[src/common/ssfe_pkg.sv]
/*
  Shared constants, codes and helpers of the serial flash SPI front end.
  Assumes a 20 MHz system clock that oversamples the serial clock.
*/
`default_nettype none
package ssfe_pkg;
  localparam int CLK_PERIOD_NS = 50;
  localparam int PUW_TIME_NS = 10000;
  localparam int PUW_CYCLES = (PUW_TIME_NS + CLK_PERIOD_NS - 1) / CLK_PERIOD_NS;
  localparam int FIFO_WIDTH = 8;
  localparam int FIFO_DEPTH = 16;
  localparam int ADDR_W = 24;
  localparam int BLK_LSB = 16;
  localparam int ADDR_BYTES = 3;

  localparam logic [7:0] CMD_WSR = 8'h01;
  localparam logic [7:0] CMD_PROG = 8'h02;
  localparam logic [7:0] CMD_READ = 8'h03;
  localparam logic [7:0] CMD_WDIS = 8'h04;
  localparam logic [7:0] CMD_RSR = 8'h05;
  localparam logic [7:0] CMD_WEN = 8'h06;
  localparam logic [7:0] CMD_FAST = 8'h0b;
  localparam logic [7:0] CMD_SECT = 8'h20;
  localparam logic [7:0] CMD_DUAL = 8'h3b;
  localparam logic [7:0] CMD_PDOWN = 8'hb9;
  localparam logic [7:0] CMD_CHIP = 8'hc7;
  localparam logic [7:0] CMD_BLOCK = 8'hd8;
  localparam logic [7:0] CMD_WAKE = 8'hab;

  localparam int SR_BUSY = 0;
  localparam int SR_WLATCH = 1;
  localparam int SR_RANGE = 2;
  localparam int SR_BOTTOM = 5;
  localparam int SR_LOCK = 7;
  localparam logic [2:0] RANGE_RST = 3'h0;
  localparam logic BOTTOM_RST = 1'h0;
  localparam logic LOCK_RST = 1'h0;

  typedef enum logic [2:0] {
    PH_IDLE = 3'b000,
    PH_CMD = 3'b001,
    PH_ADDR = 3'b010,
    PH_DUMMY = 3'b011,
    PH_DIN = 3'b100,
    PH_DOUT = 3'b101,
    PH_DONE = 3'b110,
    PH_IGNORE = 3'b111
  } ssfe_phase_t;

  // Range 1..6 guards 1,2,4..32 blocks; 7 guards all 64
  function automatic logic ssfe_protected(input logic [5:0] blk,
                                          input logic [2:0] range,
                                          input logic bottom);
    logic [6:0] cnt;
    // A plain shift would wrap to zero for range 7 in seven bits
    cnt = (range == 3'h7) ? 7'h40 : (7'h01 << range) >> 1;
    if (bottom)
      ssfe_protected = {1'h0, blk} < cnt;
    else
      ssfe_protected = {1'h0, blk} >= (7'h40 - cnt);
  endfunction

  function automatic logic [7:0] ssfe_status(input logic busy,
                                             input logic wl,
                                             input logic [2:0] range,
                                             input logic bottom,
                                             input logic lock);
    ssfe_status = '0;
    ssfe_status[SR_BUSY] = busy;
    ssfe_status[SR_WLATCH] = wl;
    ssfe_status[SR_RANGE +: 3] = range;
    ssfe_status[SR_BOTTOM] = bottom;
    ssfe_status[SR_LOCK] = lock;
  endfunction
endpackage
`default_nettype wire

[src/ssfe_front_end.sv]
/*
  Serial flash SPI front end: decodes instructions from the serial pins,
  drives read data, gates writes and keeps the protection bits.
  Assumes the serial clock is slow against clk_sys (at least 8 cycles per
  period) and an array controller on clk_sys behind the op/rd/pg ports.
*/
// Contract
// - Deselected: ignore bus, output released
// - Select low enables shifting in and out
// - Input bits captured on rising clock
// - Output bits change on falling clock
// - Clock idle low or high both work
// - Only dual read drives serial_io
// - Pause starts now or after falling clock
// - Pause ends now or after falling clock
// - Paused: output released, clock and data ignored
// - Pause keeps instruction and buffered bytes
// - Write instructions refused during power-up delay
// - Latch clear at reset; writes need it
// - Completed write operation clears latch
// - write_guard_n with status_lock guards status
// - Range bits make array parts read-only
// - Power-down ignores all but release
// - Lock set and guard low refuse status write
// - Bottom bit picks protected array end
// - Instruction code first, MSB first
// - Write instructions need whole bytes
`timescale 1ns/1ps
`default_nettype none
module ssfe_front_end
  import ssfe_pkg::*;
#(
  parameter int PUW_CYC = ssfe_pkg::PUW_CYCLES,
  parameter int DEPTH = ssfe_pkg::FIFO_DEPTH
) (
  input wire logic clk_sys, // system clock
  input wire logic sys_rst, // power-on reset
  input wire logic sclk, // serial clock pin
  input wire logic cs_n, // device_select_n pin
  input wire logic pause_n, // pause pin
  input wire logic write_guard_n, // hardware status guard
  input wire logic serial_io_in, // serial_io level
  output logic serial_io_out, // serial_io drive value
  output logic serial_io_oe, // serial_io driven
  output logic serial_out, // serial_out drive value
  output logic serial_out_oe, // serial_out driven
  output logic op_valid, // array operation pulse
  output logic [7:0] op_code, // operation code
  output logic [ssfe_pkg::ADDR_W-1:0] op_addr, // operation address
  output logic op_abort, // discard buffered page
  input wire logic op_done, // array finished operation
  input wire logic array_busy, // array operation running
  output logic rd_req, // read byte request
  output logic [ssfe_pkg::ADDR_W-1:0] rd_addr, // read address
  input wire logic [7:0] rd_data, // byte, same cycle as rd_req
  output logic [ssfe_pkg::FIFO_WIDTH-1:0] pg_data, // page byte
  output logic pg_valid, // page byte present
  input wire logic pg_ready, // array takes page byte
  output logic write_latch, // write enable latch
  output logic status_lock, // status lock bit
  output logic protect_from_bottom, // range from bottom
  output logic [2:0] protect_range, // protected range
  output logic power_down, // in power-down
  output logic overrun // page byte lost, sticky
);
  typedef struct packed {
    ssfe_phase_t phase;
    logic sclk_prev;
    logic cs_prev;
    logic sel;
    logic paused;
    logic [7:0] cmd;
    logic [7:0] sh_in;
    logic [2:0] bit_cnt;
    logic [1:0] byte_cnt;
    logic [ADDR_W-1:0] addr;
    logic [7:0] sh_out;
    logic load;
    logic drv;
    logic so;
    logic so_oe;
    logic io;
    logic io_oe;
    logic wl;
    logic lock;
    logic bottom;
    logic [2:0] range;
    logic pd;
    logic [19:0] puw;
    logic [7:0] sr_new;
    logic sr_got;
    logic op_valid;
    logic [7:0] op_code;
    logic [ADDR_W-1:0] op_addr;
    logic op_abort;
    logic rd_req;
    logic [ADDR_W-1:0] rd_addr;
    logic push;
    logic ovr;
  } ssfe_state_t;
  ssfe_state_t s, next_s;

  logic sclk_s, cs_s, pause_n_s, guard_n_s, io_s;
  logic rise, fall, dual, wen_ok, we_go, fifo_ready;
  logic [2:0] step, nbit;
  logic [7:0] byte_in;
  logic [ADDR_W-1:0] a;

  generate
    if (PUW_CYC < 1 || PUW_CYC >= (1 << 20)) begin : g_bad_puw
      $error("ssfe_front_end: PUW_CYC out of range");
    end
  endgenerate

  // Select and clock load low: a select held low through reset is no
  // fresh high-to-low edge, and a clock idling low gives no false edge after reset
  ssfe_sync #(.W(5)) u_sync (
    .clk_sys(clk_sys),
    .sys_rst(sys_rst),
    .async_in({sclk, cs_n, pause_n, write_guard_n, serial_io_in}),
    .rst_val(5'h06),
    .sync_out({sclk_s, cs_s, pause_n_s, guard_n_s, io_s})
  );

  ssfe_fifo #(.WIDTH(FIFO_WIDTH), .DEPTH(DEPTH)) u_fifo (
    .clk_sys(clk_sys),
    .sys_rst(sys_rst),
    .in_valid(s.push),
    .in_ready(fifo_ready),
    .in_data(s.sh_in),
    .out_valid(pg_valid),
    .out_ready(pg_ready),
    .out_data(pg_data)
  );

  // Edges found by level change, so either idle level is fine
  assign rise = sclk_s && !s.sclk_prev;
  assign fall = !sclk_s && s.sclk_prev;
  assign dual = s.cmd == CMD_DUAL;
  assign step = (s.phase == PH_DOUT && dual) ? 3'h2 : 3'h1;
  assign nbit = s.bit_cnt + step;
  assign byte_in = {s.sh_in[6:0], io_s};
  assign wen_ok = s.wl && s.puw == '0;
  assign we_go = cs_s && s.sel && s.cmd == CMD_WEN && s.bit_cnt == '0
    && s.phase == PH_DONE && s.puw == '0;

  always_comb begin
    next_s = s;
    a = s.addr;
    next_s.sclk_prev = sclk_s;
    next_s.cs_prev = cs_s;
    next_s.op_valid = 1'h0;
    next_s.op_abort = 1'h0;
    next_s.rd_req = 1'h0;
    next_s.push = 1'h0;
    if (s.push && !fifo_ready)
      next_s.ovr = 1'h1;
    if (s.puw != '0)
      next_s.puw = s.puw - 1'h1;
    if (op_done)
      next_s.wl = 1'h0;
    if (s.load) begin
      next_s.load = 1'h0;
      next_s.sh_out = (s.cmd == CMD_RSR)
        ? ssfe_status(array_busy, s.wl, s.range, s.bottom, s.lock) : rd_data;
    end
    if (cs_s) begin
      // Instruction ends: execute writes only on a byte boundary
      if (s.sel && s.bit_cnt == '0 && s.phase != PH_IGNORE
          && s.phase != PH_CMD) begin
        next_s.op_code = s.cmd;
        next_s.op_addr = s.addr;
        case (s.cmd)
          CMD_WEN: begin
            if (s.phase == PH_DONE && s.puw == '0)
              next_s.wl = 1'h1;
          end
          CMD_WDIS: begin
            if (s.phase == PH_DONE)
              next_s.wl = 1'h0;
          end
          CMD_WSR: begin
            if (s.sr_got && wen_ok && !(s.lock && !guard_n_s)) begin
              next_s.range = s.sr_new[SR_RANGE +: 3];
              next_s.bottom = s.sr_new[SR_BOTTOM];
              next_s.lock = s.sr_new[SR_LOCK];
              next_s.op_valid = 1'h1;
            end
          end
          CMD_PROG, CMD_SECT, CMD_BLOCK: begin
            if (s.phase != PH_ADDR && wen_ok
                && !ssfe_protected(s.addr[BLK_LSB +: 6], s.range, s.bottom))
              next_s.op_valid = 1'h1;
            else
              next_s.op_abort = s.cmd == CMD_PROG;
          end
          CMD_CHIP: begin
            if (s.phase == PH_DONE && wen_ok && s.range == '0)
              next_s.op_valid = 1'h1;
          end
          CMD_PDOWN: begin
            if (s.phase == PH_DONE)
              next_s.pd = 1'h1;
          end
          CMD_WAKE: begin
            next_s.pd = 1'h0;
          end
          default: begin
          end
        endcase
      end else if (s.sel && s.cmd == CMD_PROG) begin
        next_s.op_abort = 1'h1;
      end
      // Also the way out of a pause cut short by deselection
      next_s.sel = 1'h0;
      next_s.paused = 1'h0;
      next_s.phase = PH_IDLE;
      next_s.bit_cnt = '0;
      next_s.byte_cnt = '0;
      next_s.drv = 1'h0;
      next_s.load = 1'h0;
      next_s.sr_got = 1'h0;
    end else if (s.cs_prev && !s.sel) begin
      // Only a seen high-to-low select starts an instruction
      next_s.sel = 1'h1;
      next_s.phase = PH_CMD;
      next_s.paused = 1'h0;
    end else if (s.sel) begin
      if (pause_n_s == s.paused && (!sclk_s || fall))
        next_s.paused = !pause_n_s;
      // While paused the shift, count, phase and address fields stand
      if (!s.paused && rise) begin
        next_s.sh_in = byte_in;
        next_s.bit_cnt = nbit;
        if (nbit == '0) begin
          case (s.phase)
            PH_CMD: begin
              next_s.cmd = byte_in;
              next_s.phase = PH_DONE;
              if ((s.pd && byte_in != CMD_WAKE)
                  || (array_busy && byte_in != CMD_RSR))
                next_s.phase = PH_IGNORE;
              else if (byte_in == CMD_RSR) begin
                next_s.phase = PH_DOUT;
                next_s.load = 1'h1;
              end else if (byte_in == CMD_WSR)
                next_s.phase = PH_DIN;
              else if (byte_in == CMD_READ || byte_in == CMD_FAST
                       || byte_in == CMD_DUAL || byte_in == CMD_PROG
                       || byte_in == CMD_SECT || byte_in == CMD_BLOCK)
                next_s.phase = PH_ADDR;
              else if (byte_in != CMD_WEN && byte_in != CMD_WDIS
                       && byte_in != CMD_CHIP && byte_in != CMD_PDOWN
                       && byte_in != CMD_WAKE)
                next_s.phase = PH_IGNORE;
            end
            PH_ADDR: begin
              a = {s.addr[ADDR_W-9:0], byte_in};
              next_s.addr = a;
              next_s.byte_cnt = s.byte_cnt + 1'h1;
              if (s.byte_cnt == 2'(ADDR_BYTES - 1)) begin
                if (s.cmd == CMD_READ) begin
                  next_s.phase = PH_DOUT;
                  next_s.rd_req = 1'h1;
                  next_s.load = 1'h1;
                  next_s.rd_addr = a;
                  next_s.addr = a + 1'h1;
                end else if (s.cmd == CMD_FAST || s.cmd == CMD_DUAL)
                  next_s.phase = PH_DUMMY;
                else if (s.cmd == CMD_PROG)
                  next_s.phase = PH_DIN;
                else
                  next_s.phase = PH_DONE;
              end
            end
            PH_DUMMY, PH_DOUT: begin
              next_s.phase = PH_DOUT;
              next_s.load = 1'h1;
              if (s.cmd != CMD_RSR) begin
                next_s.rd_req = 1'h1;
                next_s.rd_addr = s.addr;
                next_s.addr = s.addr + 1'h1;
              end
            end
            PH_DIN: begin
              next_s.push = s.cmd == CMD_PROG;
              if (s.cmd == CMD_WSR && !s.sr_got) begin
                next_s.sr_new = byte_in;
                next_s.sr_got = 1'h1;
              end
            end
            default: begin
            end
          endcase
        end
      end
      if (!s.paused && fall && s.phase == PH_DOUT && !s.load) begin
        next_s.so = s.sh_out[7];
        next_s.io = s.sh_out[6];
        next_s.sh_out = dual ? {s.sh_out[5:0], 2'h0} : {s.sh_out[6:0], 1'h0};
        next_s.drv = 1'h1;
      end
    end
    next_s.so_oe = next_s.drv && next_s.sel && !next_s.paused;
    next_s.io_oe = next_s.so_oe && dual;
  end

  always_ff @(posedge clk_sys) begin
    if (sys_rst) begin
      s <= '0;
      s.phase <= PH_IDLE;
      s.sclk_prev <= 1'h0;
      s.wl <= 1'h0;
      s.lock <= LOCK_RST;
      s.bottom <= BOTTOM_RST;
      s.range <= RANGE_RST;
      s.puw <= 20'(PUW_CYC);
    end else begin
      s <= next_s;
    end
  end

  assign serial_io_out = s.io;
  assign serial_io_oe = s.io_oe;
  assign serial_out = s.so;
  assign serial_out_oe = s.so_oe;
  assign op_valid = s.op_valid;
  assign op_code = s.op_code;
  assign op_addr = s.op_addr;
  assign op_abort = s.op_abort;
  assign rd_req = s.rd_req;
  assign rd_addr = s.rd_addr;
  assign write_latch = s.wl;
  assign status_lock = s.lock;
  assign protect_from_bottom = s.bottom;
  assign protect_range = s.range;
  assign power_down = s.pd;
  assign overrun = s.ovr;
endmodule // ssfe_front_end
`default_nettype wire

[src/ssfe_sync.sv]
/*
  Two-stage synchroniser for a group of independent level inputs.
  Assumes each bit is a slow level; no bus coherence is implied.
*/
`timescale 1ns/1ps
`default_nettype none
module ssfe_sync #(
  parameter int W = 1
) (
  input wire logic clk_sys, // system clock
  input wire logic sys_rst, // synchronous reset
  input wire logic [W-1:0] async_in, // pins from other domains
  input wire logic [W-1:0] rst_val, // constant level during reset
  output logic [W-1:0] sync_out // second stage
);
  typedef struct packed {
    logic [W-1:0] meta;
    logic [W-1:0] stable;
  } ssfe_sync_t;
  ssfe_sync_t s, next_s;

  generate
    if (W < 1) begin : g_bad
      $error("ssfe_sync: W must be at least 1");
    end
  endgenerate

  always_comb begin
    next_s.meta = async_in;
    next_s.stable = s.meta;
  end

  always_ff @(posedge clk_sys) begin
    if (sys_rst) begin
      s.meta <= rst_val;
      s.stable <= rst_val;
    end else begin
      s <= next_s;
    end
  end

  assign sync_out = s.stable;
endmodule // ssfe_sync
`default_nettype wire

[src/ssfe_fifo.sv]
/*
  Page data FIFO with valid/ready on both sides.
  Assumes both sides run on clk_sys; depth is a power of two.
*/
`timescale 1ns/1ps
`default_nettype none
module ssfe_fifo #(
  parameter int WIDTH = 8,
  parameter int DEPTH = 16
) (
  input wire logic clk_sys, // system clock
  input wire logic sys_rst, // synchronous reset
  input wire logic in_valid, // word offered
  output logic in_ready, // room for a word
  input wire logic [WIDTH-1:0] in_data, // word in
  output logic out_valid, // word available
  input wire logic out_ready, // drain side takes it
  output logic [WIDTH-1:0] out_data // oldest word
);
  localparam int AW = $clog2(DEPTH);
  typedef struct packed {
    logic [DEPTH-1:0][WIDTH-1:0] mem;
    logic [AW-1:0] wr;
    logic [AW-1:0] rd;
    logic [AW:0] cnt;
  } ssfe_fifo_t;
  ssfe_fifo_t s, next_s;
  logic do_wr, do_rd;

  generate
    if (DEPTH < 2 || (1 << AW) != DEPTH || WIDTH < 1) begin : g_bad
      $error("ssfe_fifo: DEPTH must be a power of two >= 2");
    end
  endgenerate

  assign in_ready = s.cnt != DEPTH[AW:0];
  assign out_valid = s.cnt != '0;
  assign out_data = s.mem[s.rd];
  assign do_wr = in_valid && in_ready;
  assign do_rd = out_valid && out_ready;

  always_comb begin
    next_s = s;
    if (do_wr) begin
      next_s.mem[s.wr] = in_data;
      next_s.wr = s.wr + 1'h1;
    end
    if (do_rd)
      next_s.rd = s.rd + 1'h1;
    if (do_wr && !do_rd)
      next_s.cnt = s.cnt + 1'h1;
    else if (do_rd && !do_wr)
      next_s.cnt = s.cnt - 1'h1;
  end

  always_ff @(posedge clk_sys) begin
    if (sys_rst) begin
      s <= '0;
    end else begin
      s <= next_s;
    end
  end
endmodule // ssfe_fifo
`default_nettype wire

[config.mk]
export PLATFORM = sky130hd
export DESIGN_NAME = ssfe_front_end
export DESIGN_NICKNAME = d
export VERILOG_FILES = /design/src/common/ssfe_pkg.sv /design/src/ssfe_front_end.sv /design/src/ssfe_sync.sv /design/src/ssfe_fifo.sv
export SDC_FILE = /design/constraint.sdc
export NUM_CORES = 1
export LEC_CHECK = 0
export BUFFER_PORTS_ARGS = -buffer_cell sky130_fd_sc_hd__buf_2
export CAP_MARGIN = 15
export CORE_MARGIN = 2
export CORE_UTILIZATION = 30
export DETAILED_ROUTE_END_ITERATION = 8
export MAX_ROUTING_LAYER = met4
export SLEW_MARGIN = 20
export SYNTH_ARGS = -nofsm -noshare
export SYNTH_HDL_FRONTEND = slang
export SYNTH_HIERARCHICAL = 1
export SYNTH_SLANG_ARGS = --single-unit
[constraint.sdc]
create_clock -name clk_sys -period 5.25 [get_ports clk_sys]
set_clock_uncertainty 0.1 [all_clocks]
set_input_delay 0.2625 -clock clk_sys [delete_from_list [all_inputs] [get_ports clk_sys]]
set_output_delay 0.2625 -clock clk_sys [all_outputs]
set_load 0.05 [all_outputs]
==> results.cfg, run 1 <==
[finish]
areaGrowthSynthToFinish_pct = 11.78
n_antenna_cell = 0
layout_commonest_cell = dfxtp_1
final_cell_mix = 309 x dfxtp_1, 273 x nor2_1, 176 x mux2i_1
fin_util_pct = 34.10
n_fill_cell = 5389
layout-drive-gt1-share_pct = 15.14
nets = 1789

[route]
totalWireLength_mm = 42.86
vias = 12706
route.detailed.drc = 0
vias_per_cell = 5.184
avgRoutedWirePerCell_um = 17.49
ant_nets = 0
drt_iter0_drc = 1005
firstDrtPassIters = 5

[clock_network]
cts_tree = done
cts_sinks = 311
root_buffer = clkbuf_16
clock_latency_ns = 0.55
cts-buffers-inserted = 36
cts_resized = 0
cts.htree.levels = 2
cts.clk_slew.worst_paths_ns = 0.06
clockBufferDepth = 3

[sta]
relSlewSlack_pct = 28.23
clock.fmax_mhz = 230.6
fin_crit_ns = 4.336
final-max-slew-violation-count = 0
finalSetupViolations = 0
hold_viol = 0
worst_pin_slew_ns = 1.076
finalSetupTns_ns = 0
fin_crit_sh_pct = 82.58
rsz0062_at_grt = false

[synth]
synthCells = 1761
synth_edf_count = 0
synth-main-ff-cell = dfxtp_1
seq_area_frac_synth_pct = 38.68
async_reset_ff_share_pct = 0
yosys_warnings = 6
syn_area_mm2 = 0.01610
yosysUniqueCellTypes = 79
avgSynthCellArea_um2 = 9.140
ys_ff_latch = 311

[die]
floorplan.die_area_mm2 = 0.05552
die_h_um = 235.6
rows = 84
start_util_pct = 30.51
die_w_um = 235.6
core_mm2 = 0.05276
ios = 98

[pwr]
clockPowerShare_pct = 46.6
p_sw_mw = 1.475
peakVddDrop_uv = 222.9
swShare_pct = 25.99
p_per_area_mw_per_mm2 = 315.4
power_frac_seq_pct = 44.0
p_int_mw = 4.200
p_comb_share_pct = 9.4
p_leak_nw = 6.288

[grt]
grt_pass1_wl_mm = 67.87
grt.overflow.total = 0
antenna_found_initial = 0
grt_util_all_layers_pct = 15.47
grt_pass1_vias = 12181
grt_max_degree = 153

[critical_path]
rr_worst_depth = 13
cp-start-kind = flip-flop
cp_max_fo = 24
critical_path_class = flip-flop to flip-flop
worstPathArrival_ns = 4.65
required_ns = 5.56
path_cells = nand2_1 > nor2_1 > nand4_1 > or2_2 > ha_1 > fa_1 > xor2_1 > or4b_1 > or3_4 > nor2_2 > buf_4 > a21oi_1 > a221o_1
critPathSlowestCell = or4b_1
max_stage_delay_ns = 0.65
worstSetupEndpointType = flip-flop

[outcome]
outcome = completed

[hold_path]
holdPathStages = 5
hold_class = input pin to flip-flop

[place]
port_buffers = 97
post-dp-hpwl_mm = 28.02
place.gp.congestion = 0.8926

[flow_run]
maxCapViolCount = 0
-- power by group through the flow --
| stage | Sequential (mW) | Combinational, mW | Clock, mW |
|---|---|---|---|
| floorplan | 2.47 | 0.507 | 0 |
| global placement | 2.54 | 0.519 | 0 |
| detailed placement | 2.55 | 0.536 | 0 |
| CTS | 2.50 | 0.541 | 2.70 |
| global route | 2.51 | 0.582 | 2.79 |
| finish | 2.50 | 0.536 | 2.64 |
-- registers in the layout, indices dropped and copies added (netlist names) --
signal	cells
protect_range	3
status_lock	1
serial_out_oe	1
rd_req	1
rd_addr	24
serial_io_oe	1
protect_from_bottom	1
u_fifo/s	141
byte_in	7
op_valid	1
write_latch	1
u_sync/next_s	5
u_sync/sync_out	5
op_addr	24
op_abort	1
serial_io_out	1
power_down	1
s	82
serial_out	1
op_code	8
overrun	1
-- synthesized netlist by cell type (22+ instances only) --
master	number	area share (%)
a21oi_1	93	2.9
a22oi_1	40	1.9
buf_4	64	3.0
clkbuf_1	106	2.5
dfxtp_1	311	39
ha_1	31	2.4
inv_1	26	0.61
mux2i_1	176	11
mux4_2	32	4.5
nand2_1	129	3.0
nand3_1	33	1.0
nor2_1	274	6.4
nor3_1	32	1.0
nor4_1	26	1.0
o21ai_0	45	1.4
xnor2_1	25	1.4
xor2_1	22	1.2
-- cells by family (layout without fill, tap and decap cells) --
| kind of cell | count (synthesis) | in the layout | synth area share [%] |
|---|---|---|---|
| AOI/OAI and AO/OA | 288 | 288 | 13.51 |
| DFF | 311 | 311 | 38.68 |
| adders and majority gates | 33 | 33 | 2.659 |
| and+or+nand+nor | 638 | 638 | 19.06 |
| xor gates and xnor gates | 47 | 47 | 2.557 |
| muxes | 219 | 219 | 16.43 |
| buffers and inverters | 223 | 217 | 7.058 |
| other | 2 | 10 | 0.04666 |
-- worst paths after layout --
path / to / from / slack, ns
worst max-delay path: s[123] / s[153] / 0.91
worst max register to register: s[123] / s[153] / 0.91
worst min-delay path: s[109] / rd_data[6] / 0.03
worst min register to register: op_addr[10] / op_addr[10] / 0.35
-- metal layers --
layer	GRT usage [%]	share of wire, %	vias to the layer above
li1	-	-	6139
met1	20.57	47	6166
met2	24.40	46	340
met3	2.111	4.8	61
met4	4.710	2.1	0
met5	-	0	-
-- metrics by stage --
stage	total power, mW	instance area (um2)	setup slack [ns]	hold WS [ns]	std cells
after floorplan	2.980	16130	1.532	0.2456	1769
after global placement	3.064	16660	1.091	0.3414	2381
after detailed placement	3.085	16660	1.014	0.3435	2381
after CTS	5.735	17980	0.9843	0.004121	2451
after global routing	5.879	17990	0.6732	0.05949	2451
final	5.675	17990	0.9143	0.02589	2451
-- repair_timing --
| item | 4_1_cts | 5_1_grt |
|---|---|---|
| buffers inserted | 0 | 0 |
| hold buffers | 7 | 0 |
| hold endpoints to repair | 7 | 0 |
-- final cells by class --
cell class	count	area, um2	area share [%]
Inverter	28	105.1	0.5842
Tap cell	688	860.8	4.785
Sequential cell	311	6228	34.62
Multi-Input combinational cell	1235	8800	48.91
Clock buffer	48	1049	5.828
Clock inverter	15	205.2	1.141
Timing Repair Buffer	126	743.2	4.131
-- worst max-delay path: cells and delay by family, from the launching register on --
kind | cells | cell delay (ns)
compound gates | 2 | 0.40
xor+xnor | 1 | 0.19
fa+ha+maj | 2 | 0.60
buf+inv | 1 | 0.29
flops | 1 | 0.53
simple gates | 7 | 2.08
Power figures use the tool's default switching activity.
==> run 2, diff against run 1 <==
==> constraint.sdc (replaced) <==
create_clock -name clk_sys -period 4.47 [get_ports clk_sys]
set_clock_uncertainty 0.1 [all_clocks]
set_input_delay 0.2235 -clock clk_sys [delete_from_list [all_inputs] [get_ports clk_sys]]
set_output_delay 0.2235 -clock clk_sys [all_outputs]
set_load 0.05 [all_outputs]
==> run 2 against run 1 <==
Effect of this change:
- die area unchanged
- largest power group unchanged
- cell count rose by 0.41%
- sequential power is 17% higher
- clock-buffer cell count is 2 higher
==> results.cfg, run 2 (synthesis gave the netlist of run 1 again) <==
[finish]
reg.largest.list = u_fifo/s x141, s x82
top_register = u_fifo/s
largest_reg_flops = 141
n_antenna_cell = 0
layout_commonest_cell = dfxtp_1
layout-drive-gt1-share_pct = 15.40
multi_input_area_mm2 = 0.008805
nets = 1798
final_cell_mix = 308 x dfxtp_1, 273 x nor2_1, 176 x mux2i_1
areaGrowthSynthToFinish_pct = 12.24
n_fill_cell = 5442
register_area_mm2 = 0.006230

[critical_path]
r2r_end = s[132]
worstSetupEndpointType = flip-flop
required_ns = 4.78
r2r_slack_ns = 0.30
worstPathArrival_ns = 4.48
cp_max_fo = 13
r2r_start = s[162]
rr_worst_depth = 11
cp-start-kind = flip-flop
critical_path_class = flip-flop to flip-flop

[sta]
fin_crit_ns = 4.166
final-max-slew-violation-count = 0
relSlewSlack_pct = 23.83
fin_ws_ns = 0.3040
fin_crit_sh_pct = 93.20
hold_viol = 0
rsz0062_at_grt = false
finalSetupTns_ns = 0
finalSetupViolations = 0
worst_pin_slew_ns = 1.132
clock.fmax_mhz = 240.0

[clock_network]
cts_setup_buffers = 0
cts_sinks = 311
root_buffer = clkbuf_16
cts.clk_slew.worst_paths_ns = 0.06
clockBufferDepth = 3
cts.htree.levels = 2
cts_tree = done
cts-buffers-inserted = 36
clock_latency_ns = 0.56

[grt]
grt_max_degree = 159
grt_pass1_vias = 12028
grt_pass1_wl_mm = 67.76
antenna_found_initial = 0
grt.overflow.total = 0
grt_util_all_layers_pct = 15.56

[hold_path]
holdPathStages = 5
min-delay-start = rd_data[5]
min_to = s[108]
hold_class = input pin to flip-flop

[flow_run]
maxCapViolCount = 0

[route]
vias_per_cell = 5.158
ant_nets = 0
drt_iter0_drc = 1020
route.detailed.drc = 0
vias = 12695
avgRoutedWirePerCell_um = 17.53
totalWireLength_mm = 43.15
firstDrtPassIters = 5

[pwr]
clockPowerShare_pct = 47.2
p_sw_mw = 1.722
power_frac_seq_pct = 43.5
p_leak_nw = 6.346
peakVddDrop_uv = 189.7
finalPower_mw = 6.732
p_per_area_mw_per_mm2 = 372.7
p_int_mw = 5.010
p_comb_share_pct = 9.4
swShare_pct = 25.58

[place]
pre_cts_slack_ns = 0.2231
place.gp.congestion = 0.8941
port_buffers = 97
post-dp-hpwl_mm = 28.43

[die]
floorplan.die_area_mm2 = 0.05552
die_h_um = 235.6
start_util_pct = 30.51
ios = 98
core_mm2 = 0.05276
rows = 84
die_w_um = 235.6

[outcome]
outcome = completed
-- run 2: changes by cell type in the layout (fill, tap and decap cells not counted), sizes merged --
cell / delta
clkinvlp: -3
bufinv: +2
dlygate4sd3: +2
buf: +7
clkbuf: +2
-- run 2: per-stage QoR --
step	cell area, um2	hold WS, ns	util, %	cells
detailed placement	16700	0.3434	31.66	2388
global route	18070	0.06867	34.24	2461
finish	18070	0.05077	34.24	2461
CTS	18060	0.01565	34.23	2461
global placement	16700	0.3433	31.66	2388
floorplan	16130	0.2066	-	1769
-- run 2: area by class of cell --
cell class | count | area share (%)
Clock inverter | 14 | 1.260
Tap cell | 688 | 4.765
Sequential cell | 311 | 34.48
Multi-Input combinational cell | 1235 | 48.74
Clock buffer | 50 | 5.728
Timing Repair Buffer | 135 | 4.446
Inverter | 28 | 0.5818
-- run 2: worst max-delay path by stage --
stage / from / to / slack [ns]
2_1_floorplan: s[149] / s[134] / 0.75
3_3_place_gp: s[153] / s[132] / 0.32
6_report: s[162] / s[132] / 0.30
4_1_cts: s[153] / s[132] / 0.22
5_1_grt: s[162] / s[132] / 0.06
3_5_place_dp: s[153] / s[132] / 0.22
-- run 2: routing by layer --
layer  vias up  track usage [%]  part of all wire, %
li1       6156                -                    -
met2       310            24.60                   46
met1      6169            20.12                   46
met5         -                -                    0
met3        60            3.131                  5.5
met4         0            4.439                  1.9
-- run 2: worst max-delay path: stages, from the launching register on --
cell and delay [ns]:
dfxtp_1 0.58, nand3b_1 0.27, or2_2 0.36, ha_1 0.20, fa_1 0.40, xor2_1 0.19
or4b_1 0.65, or3_4 0.49, nor2_2 0.27, buf_4 0.21, mux2i_1 0.18, a31oi_1 0.09
-- run 2: what timing repair did --
item	CTS	global route
hold buffers	9	0
resized for setup	0	1
setup endpoints to repair	0	1
endpoints found under the hold margin	10	0
-- run 2: power groups by stage --
stage | Combinational [mW] | Sequential (mW) | Clock [mW]
2_1_floorplan | 0.596 | 2.90 | 0
3_3_place_gp | 0.615 | 2.99 | 0
3_5_place_dp | 0.628 | 2.99 | 0
4_1_cts | 0.636 | 2.93 | 3.26
5_1_grt | 0.688 | 2.94 | 3.37
6_report | 0.630 | 2.93 | 3.18
==> run 3, diff against run 2 <==
--- a/config.mk
+++ b/config.mk
@@ -5,12 +5,16 @@
 export SDC_FILE = /design/constraint.sdc
 export NUM_CORES = 1
 export LEC_CHECK = 0
+export ABC_AREA = 1
 export BUFFER_PORTS_ARGS = -buffer_cell sky130_fd_sc_hd__buf_2
 export CAP_MARGIN = 15
+export CELL_PAD_IN_SITES_DETAIL_PLACEMENT = 1
+export CELL_PAD_IN_SITES_GLOBAL_PLACEMENT = 2
 export CORE_MARGIN = 2
-export CORE_UTILIZATION = 30
+export CORE_UTILIZATION = 34
 export DETAILED_ROUTE_END_ITERATION = 8
 export MAX_ROUTING_LAYER = met4
+export PLACE_DENSITY_LB_ADDON = 0.1
 export SLEW_MARGIN = 20
 export SYNTH_ARGS = -nofsm -noshare
 export SYNTH_HDL_FRONTEND = slang
==> run 3 against run 2 <==
Effect of this change:
- maximum frequency is 8.3% higher
- first-iteration DRC count is 13% lower
- cell count is 34% higher
- wire length is 34% higher
- hold slack worse by 0.037 ns
- utilization is 4.2 points higher
- via count is 29% higher
- synthesized cell count is 48% higher
- critical path type unchanged
==> results.cfg, run 3 <==
[pwr]
finalPower_mw = 7.261
peakVddDrop_uv = 246.8
p_per_area_mw_per_mm2 = 385.4
p_leak_nw = 9.189

[synth]
ys_ff_latch = 311
synthCells = 2603
ys_top_cells_by_count = 690 x nand2_1, 421 x nor2_1, 311 x dfxtp_1
avgSynthCellArea_um2 = 6.504
synth_top_area_share_pct = 36.78
synth_top_area_cell = dfxtp_1
synthTopCellsByArea = dfxtp_1 37%, nand2_1 15%, nor2_1 9.3%, inv_1 6.3%, nand3_1 5.9%
synth_edf_count = 0
yosys_warnings = 6
syn_area_mm2 = 0.01693
seq_area_frac_synth_pct = 36.78
synth_most_common_cell = nand2_1
async_reset_ff_share_pct = 0
synth-main-ff-cell = dfxtp_1
yosysUniqueCellTypes = 48

[route]
ant_nets = 0
drt_iter0_drc = 887
avgRoutedWirePerCell_um = 17.58
totalWireLength_mm = 57.92
firstDrtPassIters = 5
vias_per_cell = 4.970
vias = 16376
route.detailed.drc = 0

[clock_network]
cts_tree = done
cts.clk_slew.worst_paths_ns = 0.06
root_buffer = clkbuf_16
clock_latency_ns = 0.57
clockBufferDepth = 3
cts_resized = 0
cts_sinks = 311
cts.htree.levels = 2
cts-buffers-inserted = 41

[grt]
grt_max_degree = 137
grt_pass1_vias = 16527
antenna_found_initial = 0
grt.overflow.total = 0
grt_util_all_layers_pct = 23.35
grt_pass1_wl_mm = 91.98

[hold_path]
hold_class = input pin to flip-flop

[finish]
nets = 2655
n_fill_cell = 6392
final_cell_mix = 690 x nand2_1, 420 x nor2_1, 309 x dfxtp_1
areaGrowthSynthToFinish_pct = 11.28
layout_commonest_cell = nand2_1
n_antenna_cell = 0
largest_reg_flops = 141
top_register = u_fifo/s
layout-drive-gt1-share_pct = 9.046
reg.largest.list = u_fifo/s x141, s x82

[sta]
rsz0062_at_grt = false
hold_viol = 0
finalSetupTns_ns = 0
fin_crit_ns = 3.846
relSlewSlack_pct = 31.63
clock.fmax_mhz = 260.0
fin_crit_sh_pct = 86.05
final-max-slew-violation-count = 0
worst_pin_slew_ns = 1.026
finalSetupViolations = 0

[die]
ios = 98
core_mm2 = 0.04905
start_util_pct = 34.51
floorplan.die_area_mm2 = 0.05159
die_h_um = 227.1
die_w_um = 227.1
rows = 81

[flow_run]
maxCapViolCount = 0

[place]
port_buffers = 97
post-dp-hpwl_mm = 40.26
place.gp.congestion = 0.8634

[critical_path]
cp_max_fo = 24
critical_path_class = flip-flop to flip-flop
worstSetupEndpointType = flip-flop
required_ns = 4.77
cp-start-kind = flip-flop
worstPathArrival_ns = 4.15

[outcome]
outcome = completed
==> run 3: kinds of logic after synthesis <==
kind of cell / Yosys count / share of synthesized area (%)
compound gates: 343 / 10.94
xor+xnor: 20 / 1.035
fa+ha+maj: 33 / 2.528
buf+inv: 477 / 13.12
flops: 311 / 36.78
other cells: 2 / 0.04436
simple gates: 1417 / 35.56
==> run 3: timing repair <==
item	in CTS	in global routing
hold buffers	15	0
setup endpoints to repair	0	24
endpoints found under the hold margin	20	0
setup buffers	0	2
==> run 3: worst paths after layout <==
kind / startpoint / end / slack [ns] / depth (start not counted)
setup / recovery: s[150] / rd_addr[1] / 0.62 / 18
hold / removal: rd_data[2] / s[105] / 0.01 / 3
setup reg to reg: s[150] / rd_addr[1] / 0.62 / 18
hold reg to reg: u_sync/next_s[4] / u_sync/sync_out[4] / 0.32 / 2
==> run 3: where the power goes <==
group,internal [mW],switching [mW],leakage [nW]
Sequential,2.82,0.0434,2.51
Clock,2.01,1.32,0.665
Combinational,0.281,0.780,6.01
==> run 3: critical path: stages, from the launching register on <==
cell	delay, ns
dfxtp_1	0.33
inv_1	0.10
nand2_1	0.08
nor2_1	0.14
nand2_1	0.13
nor3_2	0.18
clkinv_1	0.15
nor2_1	0.19
inv_1	0.07
ha_1	0.19
fa_1	0.39
xnor2_1	0.20
nand2_1	0.12
nor2_2	0.21
nand3_4	0.29
nor3_4	0.40
inv_2	0.25
nand2_1	0.12
a21oi_1	0.06
==> run 3: per-layer routing <==
metal  vias up  track usage [%]  routed length, um  part of all wire [%]
li1       8185                -                  -                     -
met1      7882            31.19              28530                    49
met2       226            37.08              26030                    45
met3        83            3.227               2082                   3.6
met4         0            6.093               1275                   2.2
met5         -                -                  0                     0
==> run 3: cell type report <==
| class | count | area, um2 | area share (%) |
|---|---|---|---|
| Clock buffer | 56 | 1182 | 6.277 |
| Clock inverter | 14 | 151.4 | 0.8037 |
| Inverter | 294 | 1111 | 5.898 |
| Multi-Input combinational cell | 1818 | 8501 | 45.12 |
| Sequential cell | 311 | 6228 | 33.06 |
| Tap cell | 664 | 830.8 | 4.410 |
| Timing Repair Buffer | 138 | 833.3 | 4.423 |
==> run 3: per-stage QoR <==
step | setup slack (ns) | hold WS (ns) | instances | util, % | cell area (um2)
floorplan | 0.9508 | 0.1926 | 2606 | - | 16940
global placement | 0.5573 | 0.3007 | 3208 | 35.34 | 17340
detailed placement | 0.4532 | 0.3135 | 3208 | 35.34 | 17340
CTS | 0.4292 | 0.001367 | 3293 | 38.37 | 18820
global route | 0.1878 | 0.01406 | 3295 | 38.40 | 18840
finish | 0.6235 | 0.01393 | 3295 | 38.40 | 18840
